## config.mk

```make
export PLATFORM = sky130hd
export DESIGN_NAME = srx_uart
export DESIGN_NICKNAME = d
export VERILOG_FILES = /design/src/design/srx_pkg.sv /design/src/design/srx_uart.sv
export SDC_FILE = /design/constraint.sdc
export NUM_CORES = 1
export LEC_CHECK = 0
export ABC_AREA = 1
export BUFFER_PORTS_ARGS = -buffer_cell sky130_fd_sc_hd__buf_2
export CORE_MARGIN = 2
export CORE_UTILIZATION = 40
export CTS_BUF_LIST = sky130_fd_sc_hd__clkbuf_4
export DETAILED_ROUTE_END_ITERATION = 8
export GPL_TIMING_DRIVEN = 0
export SLEW_MARGIN = 20
export SYNTH_ARGS = -nofsm -noshare
export SYNTH_HDL_FRONTEND = slang
export SYNTH_SLANG_ARGS = --single-unit
```

## constraint.sdc

```tcl
create_clock -name clk_sys -period 2.5 [get_ports clk_sys]
set_input_delay 0 -clock clk_sys [delete_from_list [all_inputs] [get_ports clk_sys]]
set_output_delay 0 -clock clk_sys [all_outputs]
set_load 0.01 [all_outputs]
```

## src/design/srx_pkg.sv

```systemverilog
package srx_pkg;
    // register byte addresses
    localparam logic [7:0] ADDR_STATUS = 8'h00;
    localparam logic [7:0] ADDR_DATA   = 8'h04;
    localparam logic [7:0] ADDR_CTRL1  = 8'h08;
    localparam logic [7:0] ADDR_CTRL2  = 8'h0C;
    localparam logic [7:0] ADDR_BAUD   = 8'h10;
    localparam logic [7:0] ADDR_IRQST  = 8'h14;
    localparam logic [7:0] ADDR_IRQMSK = 8'h18;
    // status bit positions
    localparam int ST_PARITY  = 0;
    localparam int ST_FRAMING = 1;
    localparam int ST_NOISE   = 2;
    localparam int ST_OVERRUN = 3;
    localparam int ST_IDLE    = 4;
    localparam int ST_RXFULL  = 5;
    localparam int ST_TXEMPTY = 7;
    // ctrl1 bits
    localparam int C1_PARIRQ  = 1;
    localparam int C1_PAREN   = 2;
    localparam int C1_PARODD  = 3;
    localparam int C1_WORD9   = 4;
    localparam int C1_NINTH   = 7;
    // ctrl2 bits
    localparam int C2_BREAK   = 0;
    localparam int C2_RXEN    = 2;
    localparam int C2_TXEN    = 3;
    localparam int C2_IDLEIRQ = 4;
    localparam int C2_RXIRQ   = 5;
    localparam int C2_GMASK   = 7;
    // reset values, oversampling factor and bus response codes
    localparam logic [7:0]  CTRL_RST = 8'h00;
    localparam logic [15:0] BAUD_RST = 16'h0010;
    localparam int OVS = 16;
    localparam logic [1:0] RESP_OK  = 2'b00;
    localparam logic [1:0] RESP_ERR = 2'b10;

    typedef enum logic [3:0] {
        RX_IDLE  = 4'b0001,
        RX_START = 4'b0010,
        RX_DATA  = 4'b0100,
        RX_STOP  = 4'b1000
    } srx_rx_e;

    typedef enum logic [3:0] {
        TX_OFF   = 4'b0001,
        TX_IDLEF = 4'b0010,
        TX_FRAME = 4'b0100,
        TX_MARK  = 4'b1000
    } srx_tx_e;

    typedef struct packed {
        logic overrun;
        logic framing;
        logic noise;
        logic parity;
        logic idle;
    } srx_err_s;
endpackage

```

## src/design/srx_uart.sv

```systemverilog
// The address map and the AXI4-Lite slave port were decided locally.
`timescale 1ns/10ps
// Behaviour
// - after break ends, transmitter sends one mark bit before next frame
// - enabling transmitter sends one idle frame before first data frame
// - toggling transmit enable mid-frame sends idle frame after current word
// - toggling transmit enable discards transmit holding buffer content
// - receiver takes 8 or 9 bit words; ninth bit stored in ctrl1
// - serial data shifts in lsb first into shift then holding buffer
// - receive enable starts start-bit search
// - completed character moves to holding buffer and sets receive-full
// - receive irq when full, rx irq enabled and global mask clear
// - receive-full clears by status access then data read
// - break character is treated as framing error
// - idle line of 10 bit times sets idle flag only, not receive-full; idle irq when enabled
// - while full, holding buffer kept; shift register overwritten
// - idle flag bit 4, cleared by sequence, rearmed only after full
// - overrun flag bit 3 set when word completes while full; irqs
// - noise flag bit 2 set on noisy frame, no own irq; but IRQMSK bit 2 lets its event raise irq
// - framing flag bit 1 on desync, noise or break, no own irq; but IRQMSK bit 3 lets its event raise irq
// - framing plus overrun on one word reports overrun only
// - parity flag bit 0, irq when parity irq enabled, clears by sequence
module srx_uart (
    input  wire logic        clk_sys,
    input  wire logic        rstn,
    input  wire logic [7:0]  s_axi_awaddr,
    input  wire logic        s_axi_awvalid,
    output logic             s_axi_awready,
    input  wire logic [31:0] s_axi_wdata,
    input  wire logic [3:0]  s_axi_wstrb,
    input  wire logic        s_axi_wvalid,
    output logic             s_axi_wready,
    output logic [1:0]       s_axi_bresp,
    output logic             s_axi_bvalid,
    input  wire logic        s_axi_bready,
    input  wire logic [7:0]  s_axi_araddr,
    input  wire logic        s_axi_arvalid,
    output logic             s_axi_arready,
    output logic [31:0]      s_axi_rdata,
    output logic [1:0]       s_axi_rresp,
    output logic             s_axi_rvalid,
    input  wire logic        s_axi_rready,
    input  wire logic        rx_pin,
    output logic             tx_pin,
    output logic             irq
);
    logic [7:0]  ctrl1_reg;
    logic [7:0]  ctrl2_reg;
    logic [15:0] baud_reg;
    logic [4:0]  irqMask_reg;
    logic [4:0]  irqStat_reg;
    logic [7:0]  rxHold_reg;
    logic        rxFull_reg;
    srx_pkg::srx_err_s err_reg;
    logic        idleArm_reg;
    logic        statSeen_reg;
    logic [7:0]  txHold_reg;
    logic        txEmpty_reg;
    logic        awHeld_reg;
    logic        wHeld_reg;
    logic [7:0]  awAddr_reg;
    logic [31:0] wData_reg;
    logic [3:0]  wStrb_reg;

    // baud tick at 16x oversampling
    logic [15:0] divCnt_reg;
    logic        tick;
    assign tick = (divCnt_reg == 16'h0000);
    always_ff @(posedge clk_sys or negedge rstn) begin
        if (!rstn) begin
            divCnt_reg <= 16'h0000;
        end else if (tick) begin
            divCnt_reg <= baud_reg - 16'h0001;
        end else begin
            divCnt_reg <= divCnt_reg - 16'h0001;
        end
    end

    // bus handshake; each ready pulses once per offered item
    logic doRead;
    assign doRead = s_axi_arvalid && s_axi_arready;

    always_ff @(posedge clk_sys or negedge rstn) begin
        if (!rstn) begin
            awHeld_reg    <= 1'b0;
            wHeld_reg     <= 1'b0;
            awAddr_reg    <= 8'h00;
            wData_reg     <= 32'h0000_0000;
            wStrb_reg     <= 4'h0;
            s_axi_awready <= 1'b0;
            s_axi_wready  <= 1'b0;
            s_axi_bvalid  <= 1'b0;
            s_axi_bresp   <= srx_pkg::RESP_OK;
        end else begin
            s_axi_awready <= s_axi_awvalid && !awHeld_reg && !s_axi_awready
                             && !s_axi_bvalid;
            s_axi_wready  <= s_axi_wvalid && !wHeld_reg && !s_axi_wready
                             && !s_axi_bvalid;
            if (s_axi_awvalid && s_axi_awready) begin
                awHeld_reg <= 1'b1;
                awAddr_reg <= s_axi_awaddr;
            end
            if (s_axi_wvalid && s_axi_wready) begin
                wHeld_reg <= 1'b1;
                wData_reg <= s_axi_wdata;
                wStrb_reg <= s_axi_wstrb;
            end
            if (awHeld_reg && wHeld_reg && !s_axi_bvalid) begin
                awHeld_reg   <= 1'b0;
                wHeld_reg    <= 1'b0;
                s_axi_bvalid <= 1'b1;
                case (awAddr_reg)
                    srx_pkg::ADDR_DATA, srx_pkg::ADDR_CTRL1,
                    srx_pkg::ADDR_CTRL2, srx_pkg::ADDR_BAUD,
                    srx_pkg::ADDR_IRQMSK, srx_pkg::ADDR_STATUS,
                    srx_pkg::ADDR_IRQST: s_axi_bresp <= srx_pkg::RESP_OK;
                    default: s_axi_bresp <= srx_pkg::RESP_ERR;
                endcase
            end else if (s_axi_bvalid && s_axi_bready) begin
                s_axi_bvalid <= 1'b0;
            end
        end
    end
    logic wrFire;
    assign wrFire = awHeld_reg && wHeld_reg && !s_axi_bvalid && wStrb_reg[0];

    // control registers
    logic [8:0] rxShift_reg;
    logic       rxCommit;
    always_ff @(posedge clk_sys or negedge rstn) begin
        if (!rstn) begin
            ctrl1_reg   <= srx_pkg::CTRL_RST;
            ctrl2_reg   <= srx_pkg::CTRL_RST;
            baud_reg    <= srx_pkg::BAUD_RST;
            irqMask_reg <= 5'h00;
        end else begin
            if (wrFire && awAddr_reg == srx_pkg::ADDR_CTRL1)
                ctrl1_reg <= {ctrl1_reg[7], wData_reg[6:0]};
            else if (rxCommit && ctrl1_reg[srx_pkg::C1_WORD9])
                ctrl1_reg[srx_pkg::C1_NINTH] <= rxShift_reg[8];
            if (wrFire && awAddr_reg == srx_pkg::ADDR_CTRL2)
                ctrl2_reg <= wData_reg[7:0];
            if (wrFire && awAddr_reg == srx_pkg::ADDR_BAUD)
                baud_reg <= (wData_reg[15:0] == 16'h0000) ? 16'h0001
                                                          : wData_reg[15:0];
            if (wrFire && awAddr_reg == srx_pkg::ADDR_IRQMSK)
                irqMask_reg <= wData_reg[4:0];
        end
    end

    // receiver
    srx_pkg::srx_rx_e rxState_reg;
    logic [3:0] rxTick_reg;
    logic [3:0] rxBit_reg;
    logic [2:0] smp_reg;
    logic       rxNoise_reg;
    logic       rxPar_reg;
    logic [3:0] idleCnt_reg;
    logic       rxIdleEv;
    logic       frmErr;
    logic       parErr;
    logic       maj;
    logic       nbits;
    logic [3:0] wordBits;
    assign maj = (smp_reg[0] & smp_reg[1]) | (smp_reg[1] & rx_pin)
                 | (smp_reg[0] & rx_pin);
    assign nbits = !((smp_reg[0] == smp_reg[1]) && (smp_reg[1] == rx_pin));
    assign wordBits = (ctrl1_reg[srx_pkg::C1_WORD9] ? 4'd9 : 4'd8)
                      + {3'd0, ctrl1_reg[srx_pkg::C1_PAREN]};
    logic stopNow;
    assign stopNow = tick && rxState_reg == srx_pkg::RX_STOP
                     && rxTick_reg == 4'd9;
    assign frmErr = !maj;
    assign parErr = ctrl1_reg[srx_pkg::C1_PAREN]
                    && (rxPar_reg != ctrl1_reg[srx_pkg::C1_PARODD]);
    assign rxCommit = stopNow;
    assign rxIdleEv = tick && rxState_reg == srx_pkg::RX_IDLE
                      && idleCnt_reg == 4'd10 && idleArm_reg
                      && ctrl2_reg[srx_pkg::C2_RXEN];

    always_ff @(posedge clk_sys or negedge rstn) begin
        if (!rstn) begin
            rxState_reg <= srx_pkg::RX_IDLE;
            rxTick_reg  <= 4'd0;
            rxBit_reg   <= 4'd0;
            rxShift_reg <= 9'h000;
            smp_reg     <= 3'b111;
            rxNoise_reg <= 1'b0;
            rxPar_reg   <= 1'b0;
            idleCnt_reg <= 4'd0;
        end else if (tick) begin
            smp_reg <= {smp_reg[1:0], rx_pin};
            case (rxState_reg)
                srx_pkg::RX_IDLE: begin
                    // idle counts whole bit times of mark
                    rxTick_reg <= rxTick_reg + 4'd1;
                    if (!ctrl2_reg[srx_pkg::C2_RXEN]) begin
                        idleCnt_reg <= 4'd0;
                    end else if (!rx_pin) begin
                        rxState_reg <= srx_pkg::RX_START;
                        rxTick_reg  <= 4'd0;
                        rxNoise_reg <= 1'b0;
                        rxPar_reg   <= 1'b0;
                        idleCnt_reg <= 4'd0;
                    end else if (rxTick_reg == 4'd15
                                 && idleCnt_reg != 4'd11) begin
                        idleCnt_reg <= idleCnt_reg + 4'd1;
                    end
                end
                srx_pkg::RX_START: begin
                    rxTick_reg <= rxTick_reg + 4'd1;
                    if (rxTick_reg == 4'd9) begin
                        rxNoise_reg <= nbits;
                        if (maj) begin
                            rxState_reg <= srx_pkg::RX_IDLE;
                        end else begin
                            rxState_reg <= srx_pkg::RX_DATA;
                            rxBit_reg   <= 4'd0;
                        end
                    end
                end
                srx_pkg::RX_DATA: begin
                    rxTick_reg <= rxTick_reg + 4'd1;
                    if (rxTick_reg == 4'd9) begin
                        rxNoise_reg <= rxNoise_reg | nbits;
                        rxPar_reg   <= rxPar_reg ^ maj;
                        if (rxBit_reg < (wordBits - 4'd1)
                            || !ctrl1_reg[srx_pkg::C1_PAREN]) begin
                            // lsb first into top of shift
                            rxShift_reg <= {maj, rxShift_reg[8:1]};
                        end
                        if (rxBit_reg == wordBits - 4'd1)
                            rxState_reg <= srx_pkg::RX_STOP;
                        rxBit_reg <= rxBit_reg + 4'd1;
                    end
                end
                srx_pkg::RX_STOP: begin
                    rxTick_reg <= rxTick_reg + 4'd1;
                    if (rxTick_reg == 4'd9) begin
                        rxState_reg <= srx_pkg::RX_IDLE;
                        if (!ctrl1_reg[srx_pkg::C1_WORD9])
                            rxShift_reg <= {1'b0, rxShift_reg[8:1]};
                    end
                end
                default: rxState_reg <= srx_pkg::RX_IDLE;
            endcase
        end
    end

    // receive flags; set beats the clear sequence
    logic clrSeq;
    assign clrSeq = doRead && s_axi_araddr == srx_pkg::ADDR_DATA
                    && statSeen_reg;
    always_ff @(posedge clk_sys or negedge rstn) begin
        if (!rstn) begin
            rxHold_reg   <= 8'h00;
            rxFull_reg   <= 1'b0;
            err_reg      <= '0;
            idleArm_reg  <= 1'b1;
            statSeen_reg <= 1'b0;
        end else begin
            if (doRead && s_axi_araddr == srx_pkg::ADDR_STATUS)
                statSeen_reg <= 1'b1;
            else if (clrSeq)
                statSeen_reg <= 1'b0;
            if (clrSeq) begin
                rxFull_reg <= 1'b0;
                err_reg    <= '0;
            end
            if (rxCommit) begin
                if (rxFull_reg && !clrSeq) begin
                    err_reg.overrun <= 1'b1;
                end else begin
                    rxHold_reg <= ctrl1_reg[srx_pkg::C1_WORD9]
                        ? rxShift_reg[7:0] : rxShift_reg[8:1];
                    rxFull_reg  <= 1'b1;
                    idleArm_reg <= 1'b1;
                    err_reg.framing <= frmErr;
                    err_reg.noise   <= rxNoise_reg | nbits;
                    err_reg.parity  <= parErr;
                    err_reg.overrun <= 1'b0;
                    err_reg.idle    <= 1'b0;
                end
            end else if (rxIdleEv) begin
                err_reg.idle <= 1'b1;
                idleArm_reg  <= 1'b0;
            end
        end
    end

    // transmitter
    srx_pkg::srx_tx_e txState_reg;
    logic [3:0]  txTick_reg;
    logic [3:0]  txBit_reg;
    logic [10:0] txShift_reg;
    logic        txEnPrev_reg;
    logic        breakPrev_reg;
    logic        idlePend_reg;
    logic        markPend_reg;
    logic        txToggle;
    assign txToggle = ctrl2_reg[srx_pkg::C2_TXEN] && !txEnPrev_reg;
    always_ff @(posedge clk_sys or negedge rstn) begin
        if (!rstn) begin
            txState_reg   <= srx_pkg::TX_OFF;
            txTick_reg    <= 4'd0;
            txBit_reg     <= 4'd0;
            txShift_reg   <= 11'h7FF;
            txEnPrev_reg  <= 1'b0;
            breakPrev_reg <= 1'b0;
            idlePend_reg  <= 1'b0;
            markPend_reg  <= 1'b0;
            txHold_reg    <= 8'h00;
            txEmpty_reg   <= 1'b1;
            tx_pin        <= 1'b1;
        end else begin
            txEnPrev_reg  <= ctrl2_reg[srx_pkg::C2_TXEN];
            breakPrev_reg <= ctrl2_reg[srx_pkg::C2_BREAK];
            if (txToggle) begin
                idlePend_reg <= 1'b1;
                txEmpty_reg  <= 1'b1;
            end else if (wrFire && awAddr_reg == srx_pkg::ADDR_DATA) begin
                txHold_reg  <= wData_reg[7:0];
                txEmpty_reg <= 1'b0;
            end
            if (breakPrev_reg && !ctrl2_reg[srx_pkg::C2_BREAK])
                markPend_reg <= 1'b1;
            if (tick) begin
                txTick_reg <= txTick_reg + 4'd1;
                case (txState_reg)
                    srx_pkg::TX_OFF: begin
                        tx_pin <= !ctrl2_reg[srx_pkg::C2_BREAK];
                        txTick_reg <= 4'd0;
                        if (markPend_reg) begin
                            txState_reg  <= srx_pkg::TX_MARK;
                            markPend_reg <= 1'b0;
                        end else if (ctrl2_reg[srx_pkg::C2_TXEN]
                                     && idlePend_reg) begin
                            txState_reg  <= srx_pkg::TX_IDLEF;
                            idlePend_reg <= 1'b0;
                            txBit_reg    <= 4'd0;
                        end else if (ctrl2_reg[srx_pkg::C2_TXEN]
                                     && !txEmpty_reg && !txToggle) begin
                            txShift_reg <= {2'b11, txHold_reg, 1'b0};
                            txEmpty_reg <= 1'b1;
                            txBit_reg   <= 4'd0;
                            txState_reg <= srx_pkg::TX_FRAME;
                        end
                    end
                    srx_pkg::TX_IDLEF: begin
                        tx_pin <= 1'b1;
                        if (txTick_reg == 4'd15) begin
                            txBit_reg <= txBit_reg + 4'd1;
                            if (txBit_reg == 4'd9)
                                txState_reg <= srx_pkg::TX_OFF;
                        end
                    end
                    srx_pkg::TX_FRAME: begin
                        tx_pin <= txShift_reg[0];
                        if (txTick_reg == 4'd15) begin
                            txShift_reg <= {1'b1, txShift_reg[10:1]};
                            txBit_reg   <= txBit_reg + 4'd1;
                            if (txBit_reg == 4'd9)
                                txState_reg <= srx_pkg::TX_OFF;
                        end
                    end
                    srx_pkg::TX_MARK: begin
                        tx_pin <= 1'b1;
                        if (txTick_reg == 4'd15)
                            txState_reg <= srx_pkg::TX_OFF;
                    end
                    default: txState_reg <= srx_pkg::TX_OFF;
                endcase
            end
        end
    end

    // sticky event status, read clears; set wins
    srx_pkg::srx_err_s evt;
    logic rdIrqSt;
    assign evt.overrun = rxCommit && rxFull_reg && !clrSeq;
    assign evt.framing = rxCommit && !(rxFull_reg && !clrSeq) && frmErr;
    assign evt.noise   = rxCommit && !(rxFull_reg && !clrSeq)
                         && (rxNoise_reg | nbits);
    assign evt.parity  = rxCommit && !(rxFull_reg && !clrSeq) && parErr;
    assign evt.idle    = rxIdleEv;
    assign rdIrqSt = doRead && s_axi_araddr == srx_pkg::ADDR_IRQST;
    always_ff @(posedge clk_sys or negedge rstn) begin
        if (!rstn) begin
            irqStat_reg <= 5'h00;
        end else begin
            irqStat_reg <= (rdIrqSt ? 5'h00 : irqStat_reg) | evt;
        end
    end

    // interrupt line
    logic gm;
    assign gm = ctrl2_reg[srx_pkg::C2_GMASK];
    always_ff @(posedge clk_sys or negedge rstn) begin
        if (!rstn) begin
            irq <= 1'b0;
        end else begin
            irq <= (!gm && ctrl2_reg[srx_pkg::C2_RXIRQ]
                    && (rxFull_reg || err_reg.overrun))
                || (!gm && ctrl2_reg[srx_pkg::C2_IDLEIRQ]
                    && err_reg.idle)
                || (!gm && ctrl1_reg[srx_pkg::C1_PARIRQ]
                    && err_reg.parity)
                || |(irqStat_reg & irqMask_reg);
        end
    end

    // read channel
    logic [7:0] stat;
    assign stat = {txEmpty_reg, 1'b0, rxFull_reg, err_reg.idle,
                   err_reg.overrun, err_reg.noise, err_reg.framing,
                   err_reg.parity};
    always_ff @(posedge clk_sys or negedge rstn) begin
        if (!rstn) begin
            s_axi_arready <= 1'b0;
            s_axi_rvalid  <= 1'b0;
            s_axi_rdata   <= 32'h0000_0000;
            s_axi_rresp   <= srx_pkg::RESP_OK;
        end else begin
            s_axi_arready <= s_axi_arvalid && !s_axi_arready && !s_axi_rvalid;
            if (doRead) begin
                s_axi_rvalid <= 1'b1;
                s_axi_rresp  <= srx_pkg::RESP_OK;
                case (s_axi_araddr)
                    srx_pkg::ADDR_STATUS: s_axi_rdata <= {24'h0, stat};
                    srx_pkg::ADDR_DATA:   s_axi_rdata <= {24'h0, rxHold_reg};
                    srx_pkg::ADDR_CTRL1:  s_axi_rdata <= {24'h0, ctrl1_reg};
                    srx_pkg::ADDR_CTRL2:  s_axi_rdata <= {24'h0, ctrl2_reg};
                    srx_pkg::ADDR_BAUD:   s_axi_rdata <= {16'h0, baud_reg};
                    srx_pkg::ADDR_IRQST:  s_axi_rdata <= {27'h0, irqStat_reg};
                    srx_pkg::ADDR_IRQMSK: s_axi_rdata <= {27'h0, irqMask_reg};
                    default: begin
                        s_axi_rdata <= 32'h0000_0000;
                        s_axi_rresp <= srx_pkg::RESP_ERR;
                    end
                endcase
            end else if (s_axi_rready) begin
                s_axi_rvalid <= 1'b0;
            end
        end
    end
endmodule

```

==> impl.org, run 1 <==
** Place
- Worst setup slack after placement :: ~0.25 ns
- HPWL after DPL :: 15.9 mm
- In this run the tool buffered the top-level ports with 65 buffer cells.
- The congestion estimate from routability-driven global placement came to 0.851.

** Critical path
- Critical path's slowest cell :: dfrtp_1
- Data arrives at the worst endpoint at 2.67 ns.
- The signal on the critical path passes through inv_1 -> ha_1 -> inv_1 -> ha_1 -> nand2_1 -> o21ai_0 -> nand4_2 -> nor2_1 -> nand2_1 -> nand2_1.
- In this design, the stage delay of the slowest critical-path cell is 0.55 ns.
- Among the stages of the critical path, the cell type that occurs most often is nand2_1.
- CP delay by family, top :: simple AND/OR/NAND/NOR gates
- Type of destination of the critical path :: register
- The number of buffers and inverters on the critical path is 2.
- At the worst endpoint, the required time is just over 3 ns.
- Kind of start point of the critical path :: register
- Worst Path Max Fanout :: 8
- Kind of critical path :: reg2reg

** Power
- Per report_power, the clock group accounts for between 20% and 30% of the total.
- Net switching is 33.5% of the power.
- Internal power contribution :: 0.00446 W
- Worst IR Drop VDD :: 0.440 mV
- Power spread over the standard cell area amounts to 621 nW/µm².
- The share of total power dissipated in combinational logic is 18.3%.
- In this run, flip-flops and latches consume 55.4% of the power.
- The analysis attributes to cell leakage a power of 5.29 nW.
- In this run the power spent charging and discharging nets is 0.00225 W.
- Total power draw :: 0.00670 W

** Synthesis
- Of the synthesized area, sequential elements account for 51.2%.
- Most used standard cell by instance count after synthesis :: nand2_1
- Dominant register cell in the synthesized netlist :: dfrtp_1
- Most area-consuming cells after synthesis :: dfrtp_1, nand2_1, o21ai_0, inv_1, dfstp_2
- Avg Cell Area, Syn :: 8.29 µm²
- Of all flip-flops after synthesis, the portion carrying an async set or reset was between 90% and 100%.
- Number of flops mapped to enable cells by yosys :: 0
- After synthesis the netlist holds a flip-flop and latch count of ~190.
- Synthesis instantiated 50 different standard cells from the library.
- During synthesis, Yosys emitted a total of 0 warnings.
- Share of the synthesized area in the top cell type :: 46.4%
- Count of mapped cells out of synthesis :: roughly 1100
- Cell types with the highest counts after synthesis :: nand2_1, dfrtp_1, o21ai_0
- The largest total area in the synthesized netlist belongs to dfrtp_1.
- Cell area after synthesis :: roughly 9000 µm²

** Routing
- The first routing iteration left 531 violations.
- # DRC :: 0
- Dividing the detail-routed via count by the number of cells gives 4.84.
- For this run, the detailed router's first-pass iteration total came to 5.
- After detailed routing, the total wire length is 22.0 mm.
- Post-route antenna net violation count :: 0
- Post-detailed-route wirelength per cell :: 14.1 µm
- The final route contains approximately 7600 vias.

** Min path
- Min-delay worst type :: in2async

** Timing
- Rel. slew slack :: 53.2%
- RSZ-0062 raised after global routing :: false
- Worst clock skew :: 0.0261 ns
- The number of endpoints with negative hold slack in the final report was 0.
- The max-slew violation count is 0.
- Final critical-path share of the clock period :: 85.4%
- Post-layout minimum cycle time :: 2.14 ns
- Setup total negative slack on the finished layout was measured at 0 ns.
- Fmax :: between 400 and 500 MHz
- At the pin with the least slew margin, the transition time is 0.702 ns.
- Setup violations remaining at the end of the flow were counted as 0.
- Hold timing on the final database bottoms out at a slack of 0.00758 ns.
- Across all setup checks in the final design, the least slack found is 0.364 ns.

** Floorplanning
- Once the floorplan was initialized, standard cells occupied roughly two fifths of the core.
- Die footprint :: roughly 24000 µm²
- The floorplan step defined a core boundary enclosing 22700 µm².
- 103 I/O pins were placed.
- In this run the horizontal extent of the chip is roughly 160 µm.
- From bottom edge to top edge, the die measures 156 µm.
- In this run the core area contains 55 standard-cell rows.

** Global routing
- Global routing finished with a remaining overflow of 0.
- For this run, the total global-route usage over all layers was measured as 18.9%.
- Wire length of the first global-routing pass :: ~37 mm
- Number of global-route vias before repair :: a little over 7000
- Entering global routing, the biggest net connects 100 pins.
- Initial antenna violation count :: 1

** Clocking
- Clock root buffer :: clkbuf_4
- Post-CTS repair changed the size of 0 cells.
- TritonCTS clock tree :: done
- In this run, CTS created clock tree buffers numbering 17.
- Clock latency at the later pin of the worst-skew pair :: 0.59 ns
- The H-tree was split into 4 levels.
- In this run the deepest clock path goes through 2 buffers.
- The number of setup buffers added after CTS is 0.
- After clock tree synthesis, the clock-pin slew on the worst setup and hold paths is 0.17 ns.
- Counting every sink on the clock net gives 189.

** Final layout
- From synthesis to final layout, the design area changed by 16.4%.
- Fill cells :: 2234
- Of the cells placed in the final design, the portion with a size suffix greater than 1 is ~14%.
- Cells fill 47.5% of the core in the end.
- Net count reported at finish :: 1340
- Area occupied by multi-input gates :: 3800 µm²
- In the final layout, flip-flops and latches occupy between 4000 and 5000 µm².

** Run
- Max-cap violation count :: 0

** Run status
- The flow ran to the end, and the final reports show no timing, DRC or antenna violations.
-- cell families after synthesis --
kind of cell               after synthesis  share of synthesized area (%)
and+or+nand+nor                        513                           23.8
AOI/OAI and AO/OA                      201                           12.2
DFF                                    189                           51.2
buffers and inverters                  180                           8.51
adders and majority gates               16                           2.16
xor gates and xnor gates                11                           1.12
muxes                                    8                          0.864
other                                    1                         0.0404
-- what timing repair did --
action,in CTS,in global routing
hold endpoints to repair,141,0
endpoints found under the setup margin,0,3
hold buffers,44,0
-- metal layers --
| metal | up-vias | global-route usage, % | part of all wire (%) | wire (µm) |
|---|---|---|---|---|
| met2 | 125 | 29.4 | 45 | 9870 |
| li1 | 3880 | - | - | - |
| met4 | 0 | 3.10 | 0.49 | 108 |
| met5 | - | 0 | 0 | 0 |
| met3 | 6 | 3.32 | 3.4 | 753 |
| met1 | 3553 | 28.0 | 51 | 11200 |
-- layout make-up --
cell class | count | share of cell area (%)
Antenna cell | 1 | 0.0232
Buffer | 43 | 2.55
Clock buffer | 17 | 1.18
Clock inverter | 15 | 1.62
Inverter | 136 | 4.73
Multi-Input combinational cell | 767 | 35.2
Sequential cell | 189 | 44.0
Tap cell | 285 | 3.30
Timing Repair Buffer | 110 | 7.44
-- placed cells by master, fill, tap and decap left out, types with 17 or more instances in the layout --
cell           netlist  layout
nand2_1            322     322
dfrtp_1            172     172
o21ai_0            135     135
inv_1              132     132
nor2_1              78      78
buf_2                1      65
nand3_1             59      59
dlygate4sd3_1        0      44
a21oi_1             21      21
buf_4               20      20
conb_1               1      18
clkbuf_1            18      17
dfstp_2             17      17
clkbuf_4             0      17
-- per-stage QoR --
step	std cells	cell area, µm²
6_report	1563	10800
5_1_grt	1563	10800
4_1_cts	1563	10800
3_5_place_dp	1487	10100
3_3_place_gp	1486	10000
2_1_floorplan	1136	9340
-- path summary, 6_finish.rpt --
| kind | startpoint | endpoint | slack (ns) | cells past startpoint |
|---|---|---|---|---|
| max in group asynchronous | rstn | divCnt_reg[11] | 1.56 | 3 |
| setup reg to reg | ctrl1_reg[4] | rxState_reg[0] | 0.36 | 10 |
| min in group clk_sys | s_axi_araddr[6] | statSeen_reg | 0.06 | 6 |
| hold reg to reg | ctrl2_reg[0] | breakPrev_reg | 0.44 | 0 |
| setup / recovery | ctrl1_reg[4] | rxState_reg[0] | 0.36 | 10 |
| hold / removal | rstn | txState_reg[3] | 0.008 | 2 |
-- power by group through the flow --
stage / sequential [W] / clock [W] / combinational, W
2_1_floorplan: 0.00370 / 0 / 0.000696
3_3_place_gp: 0.00376 / 0 / 0.00110
3_5_place_dp: 0.00376 / 0 / 0.00113
4_1_cts: 0.00370 / 0.00183 / 0.00125
5_1_grt: 0.00377 / 0.00196 / 0.00141
6_report: 0.00372 / 0.00176 / 0.00123
No activity file was read; power rests on OpenSTA's default activity.
==> run 2, diff against run 1 <==
--- a/config.mk
+++ b/config.mk
@@ -10,6 +10,7 @@
 export CORE_MARGIN = 2
 export CORE_UTILIZATION = 40
 export CTS_BUF_LIST = sky130_fd_sc_hd__clkbuf_4
+export CTS_CLUSTER_DIAMETER = 40
 export DETAILED_ROUTE_END_ITERATION = 8
 export GPL_TIMING_DRIVEN = 0
 export SLEW_MARGIN = 20
==> constraint.sdc (replaced) <==
create_clock -name clk_sys -period 1.8 [get_ports clk_sys]
set_input_delay 0 -clock clk_sys [delete_from_list [all_inputs] [get_ports clk_sys]]
set_output_delay 0 -clock clk_sys [all_outputs]
set_load 0.01 [all_outputs]
==> run 2 against run 1 <==
The run now ends with setup timing left; register-to-register slack worse by 0.40 ns; combinational power grew 53%; wire length grew 4.6%; sequential power rose by 39%; non-clock buffer count up 33; highest routed layer unchanged; cell count increased by 2.2%.
==> impl.org, run 2 (synthesis gave the netlist of run 1 again) <==
** Power
- The share of total power dissipated in sequential elements is a little over half.
- Per report_power, the combinational group accounts for roughly a fifth of the total.
- The internal portion of the total power is 0.00617 W.
- Clock network power share :: around a quarter
- In this run the power spent charging and discharging nets is 0.00333 W.
- Dividing total power by cell area gives a power density of approximately 820 nW/µm².
- Of the total power, the share spent switching nets is 35.0%.
- Across the VDD grid, the largest voltage drop is ~0.58 mV.
- In this run the static leakage power is 5.56 nW.

** Timing
- Post-layout minimum cycle time :: 1.84 ns
- Count of pins over their slew limit :: 0
- Fmax :: 544 MHz
- Final critical-path share of the clock period :: 102%
- The number of endpoints with negative hold slack in the final report was 0.
- Final setup violation count :: 15
- Once routing completed, OpenROAD measured the worst setup slack at -0.0379 ns.
- Worst clock skew :: 0.0311 ns
- The worst pin sits at a relative slew slack of 63.1%.
- At the pin with the least slew margin, the transition time is 0.553 ns.
- RSZ-0062 raised after global routing :: true
- Final-layout setup total negative slack :: -0.228 ns

** Critical path
- Kind of critical path :: reg2reg
- Data arrival, critical path :: 2.37 ns
- STA classifies the critical path endpoint as a register.
- Data on the critical path is required at its endpoint by 2.33 ns.
- STA classifies the critical path startpoint as a register.
- Worst Path Max Fanout :: 6

** Final layout
- Area growth, synth to finish :: 24.8%
- Most frequent cells in the layout :: nand2_1, dfrtp_1, inv_1
- Net count reported at finish :: 1373
- Cells with a size suffix above 1 make up 22.6% of the layout.
- The filler cells instantiated in the layout total 2139.
- Leaving out fill and tap cells, the most frequent cell in the layout is nand2_1.

** Routing
- In this run, the number of DRC markers left after iteration 0 of detailed routing was around 530.
- Vias :: roughly 7800
- Via density per instance :: 4.88
- Before antenna repair, the detailed router went through 5 iterations.
- In this run the remaining antenna-violating nets after routing total 0.
- After detailed routing, the number of remaining DRC violations is 0.
- The final layout contains routed wiring with a total length of 23.0 mm.
- In the final routed layout, each cell accounts on average for around 14 µm.

** Place
- Weighted congestion at the end of routability-driven global placement :: roughly 0.84
- HPWL after DPL :: roughly 16 mm
- During placement, the flow inserted port buffers numbering 65.
- Worst setup slack after placement :: -0.243 ns

** Global routing
- Leftover overflow at the end of global routing :: 0
- In the global route stage, overall resource usage came out at 19.3%.
- Entering global routing, the biggest net connects 93 pins.
- The first global-routing pass estimated 37.4 mm of wire.
- The initial antenna violation count is 1.
- The number of global-route vias before repair came to ~7400.

** Floorplanning
- Die X-Extent :: ~160 µm
- The floorplan step set the die height to 156 µm.
- In this run the standard cell core region covers around 23000 µm².
- Standard-cell rows :: 55
- Top Ports :: a little over 100
- Once the floorplan was initialized, standard cells occupied about two fifths of the core.
- Die footprint :: ~24000 µm²

** Clocking
- The number of clock buffers added by TritonCTS is 17.
- Post-CTS clock slew at the launch and capture registers of the worst setup and hold paths :: 0.18 ns
- CTS placed an instance of clkbuf_4 at the clock tree root.
- For this design, the sink count on the clock tree is approximately 190.
- CTS HTree Levels :: 4
- TritonCTS built the clock tree.
- In this run the deepest clock path goes through 2 buffers.
- For the worst-skew pair, the clock arrives at the later sink with an insertion delay of ~0.60 ns.

** Run status
- The flow ran to the end, but the final reports show violations.
- Violations in the final reports :: setup timing

** Min path
- Min-delay worst type :: in2reg

** Run
- The tool flagged a number of max-cap violations equal to 0.
==> run 2: power groups by stage <==
stage	registers (W)	logic, W	clock network, W
6_report	0.00518	0.00188	0.00245
5_1_grt	0.00523	0.00214	0.00274
4_1_cts	0.00516	0.00179	0.00253
3_5_place_dp	0.00524	0.00159	0
3_3_place_gp	0.00523	0.00154	0
2_1_floorplan	0.00514	0.000984	0
==> run 2: worst paths after layout <==
| kind | startpoint | to | slack, ns | cells after the start |
|---|---|---|---|---|
| max in group asynchronous | rstn | txShift_reg[4] | 0.46 | 5 |
| worst min-delay path | s_axi_araddr[6] | s_axi_rdata[6] | 0.04 | 8 |
| min in group asynchronous | rstn | tx_pin | 0.53 | 3 |
| worst min register to register | ctrl2_reg[0] | breakPrev_reg | 0.44 | 0 |
| worst max-delay path | ctrl1_reg[2] | rxShift_reg[8] | -0.04 | 11 |
| worst max register to register | ctrl1_reg[2] | rxShift_reg[8] | -0.04 | 11 |
==> run 2: final cells by class <==
class / instances / area [µm²] / share of cell area (%)
well taps: 285 / 357 / 3.08
diodes: 2 / 5.00 / 0.0432
clock inverters: 15 / 191 / 1.65
multi-input cells: 767 / 4200 / 36.3
repair buffers: 146 / 1140 / 9.85
flip-flops and latches: 189 / 4750 / 41.1
plain buffers: 40 / 278 / 2.40
clock buffers: 17 / 128 / 1.10
inverters: 136 / 527 / 4.55
==> run 2: repair_timing <==
action,CTS,global route
endpoints found under the hold margin,149,0
buffers inserted,16,19
pin swaps,11,29
gates cloned,1,0
hold buffers,43,0
endpoints found under the setup margin,68,96
gates resized for setup,44,90
==> run 2: worst max-delay path: stages, from the launching register on <==
cell,delay [ns]
dfrtp_1,0.45
inv_2,0.10
ha_4,0.17
inv_4,0.05
ha_4,0.27
nand2_4,0.06
o21ai_4,0.17
nand3_2,0.13
nand2_4,0.14
buf_8,0.15
nand2_2,0.05
o21ai_2,0.05
==> run 2: per-stage QoR <==
stage	total power (W)	util [%]	hold WS, ns	std cells	area (µm²)
after floorplan	0.00612	-	-0.296	1136	9360
after global placement	0.00677	44.2	0.191	1486	10000
final	0.00950	51.0	0.0353	1597	11600
after detailed placement	0.00683	44.5	-0.0680	1488	10100
after CTS	0.00948	49.2	0.00181	1580	11200
after global routing	0.0101	51.0	0.0249	1597	11600
==> run 2: per-layer routing <==
layer	part of all wire, %	up-vias	global-route usage (%)
met2	45	162	29.7
met5	0	-	0
met4	0.90	0	3.54
li1	-	3963	-
met1	50	3648	28.8
met3	3.6	16	3.57
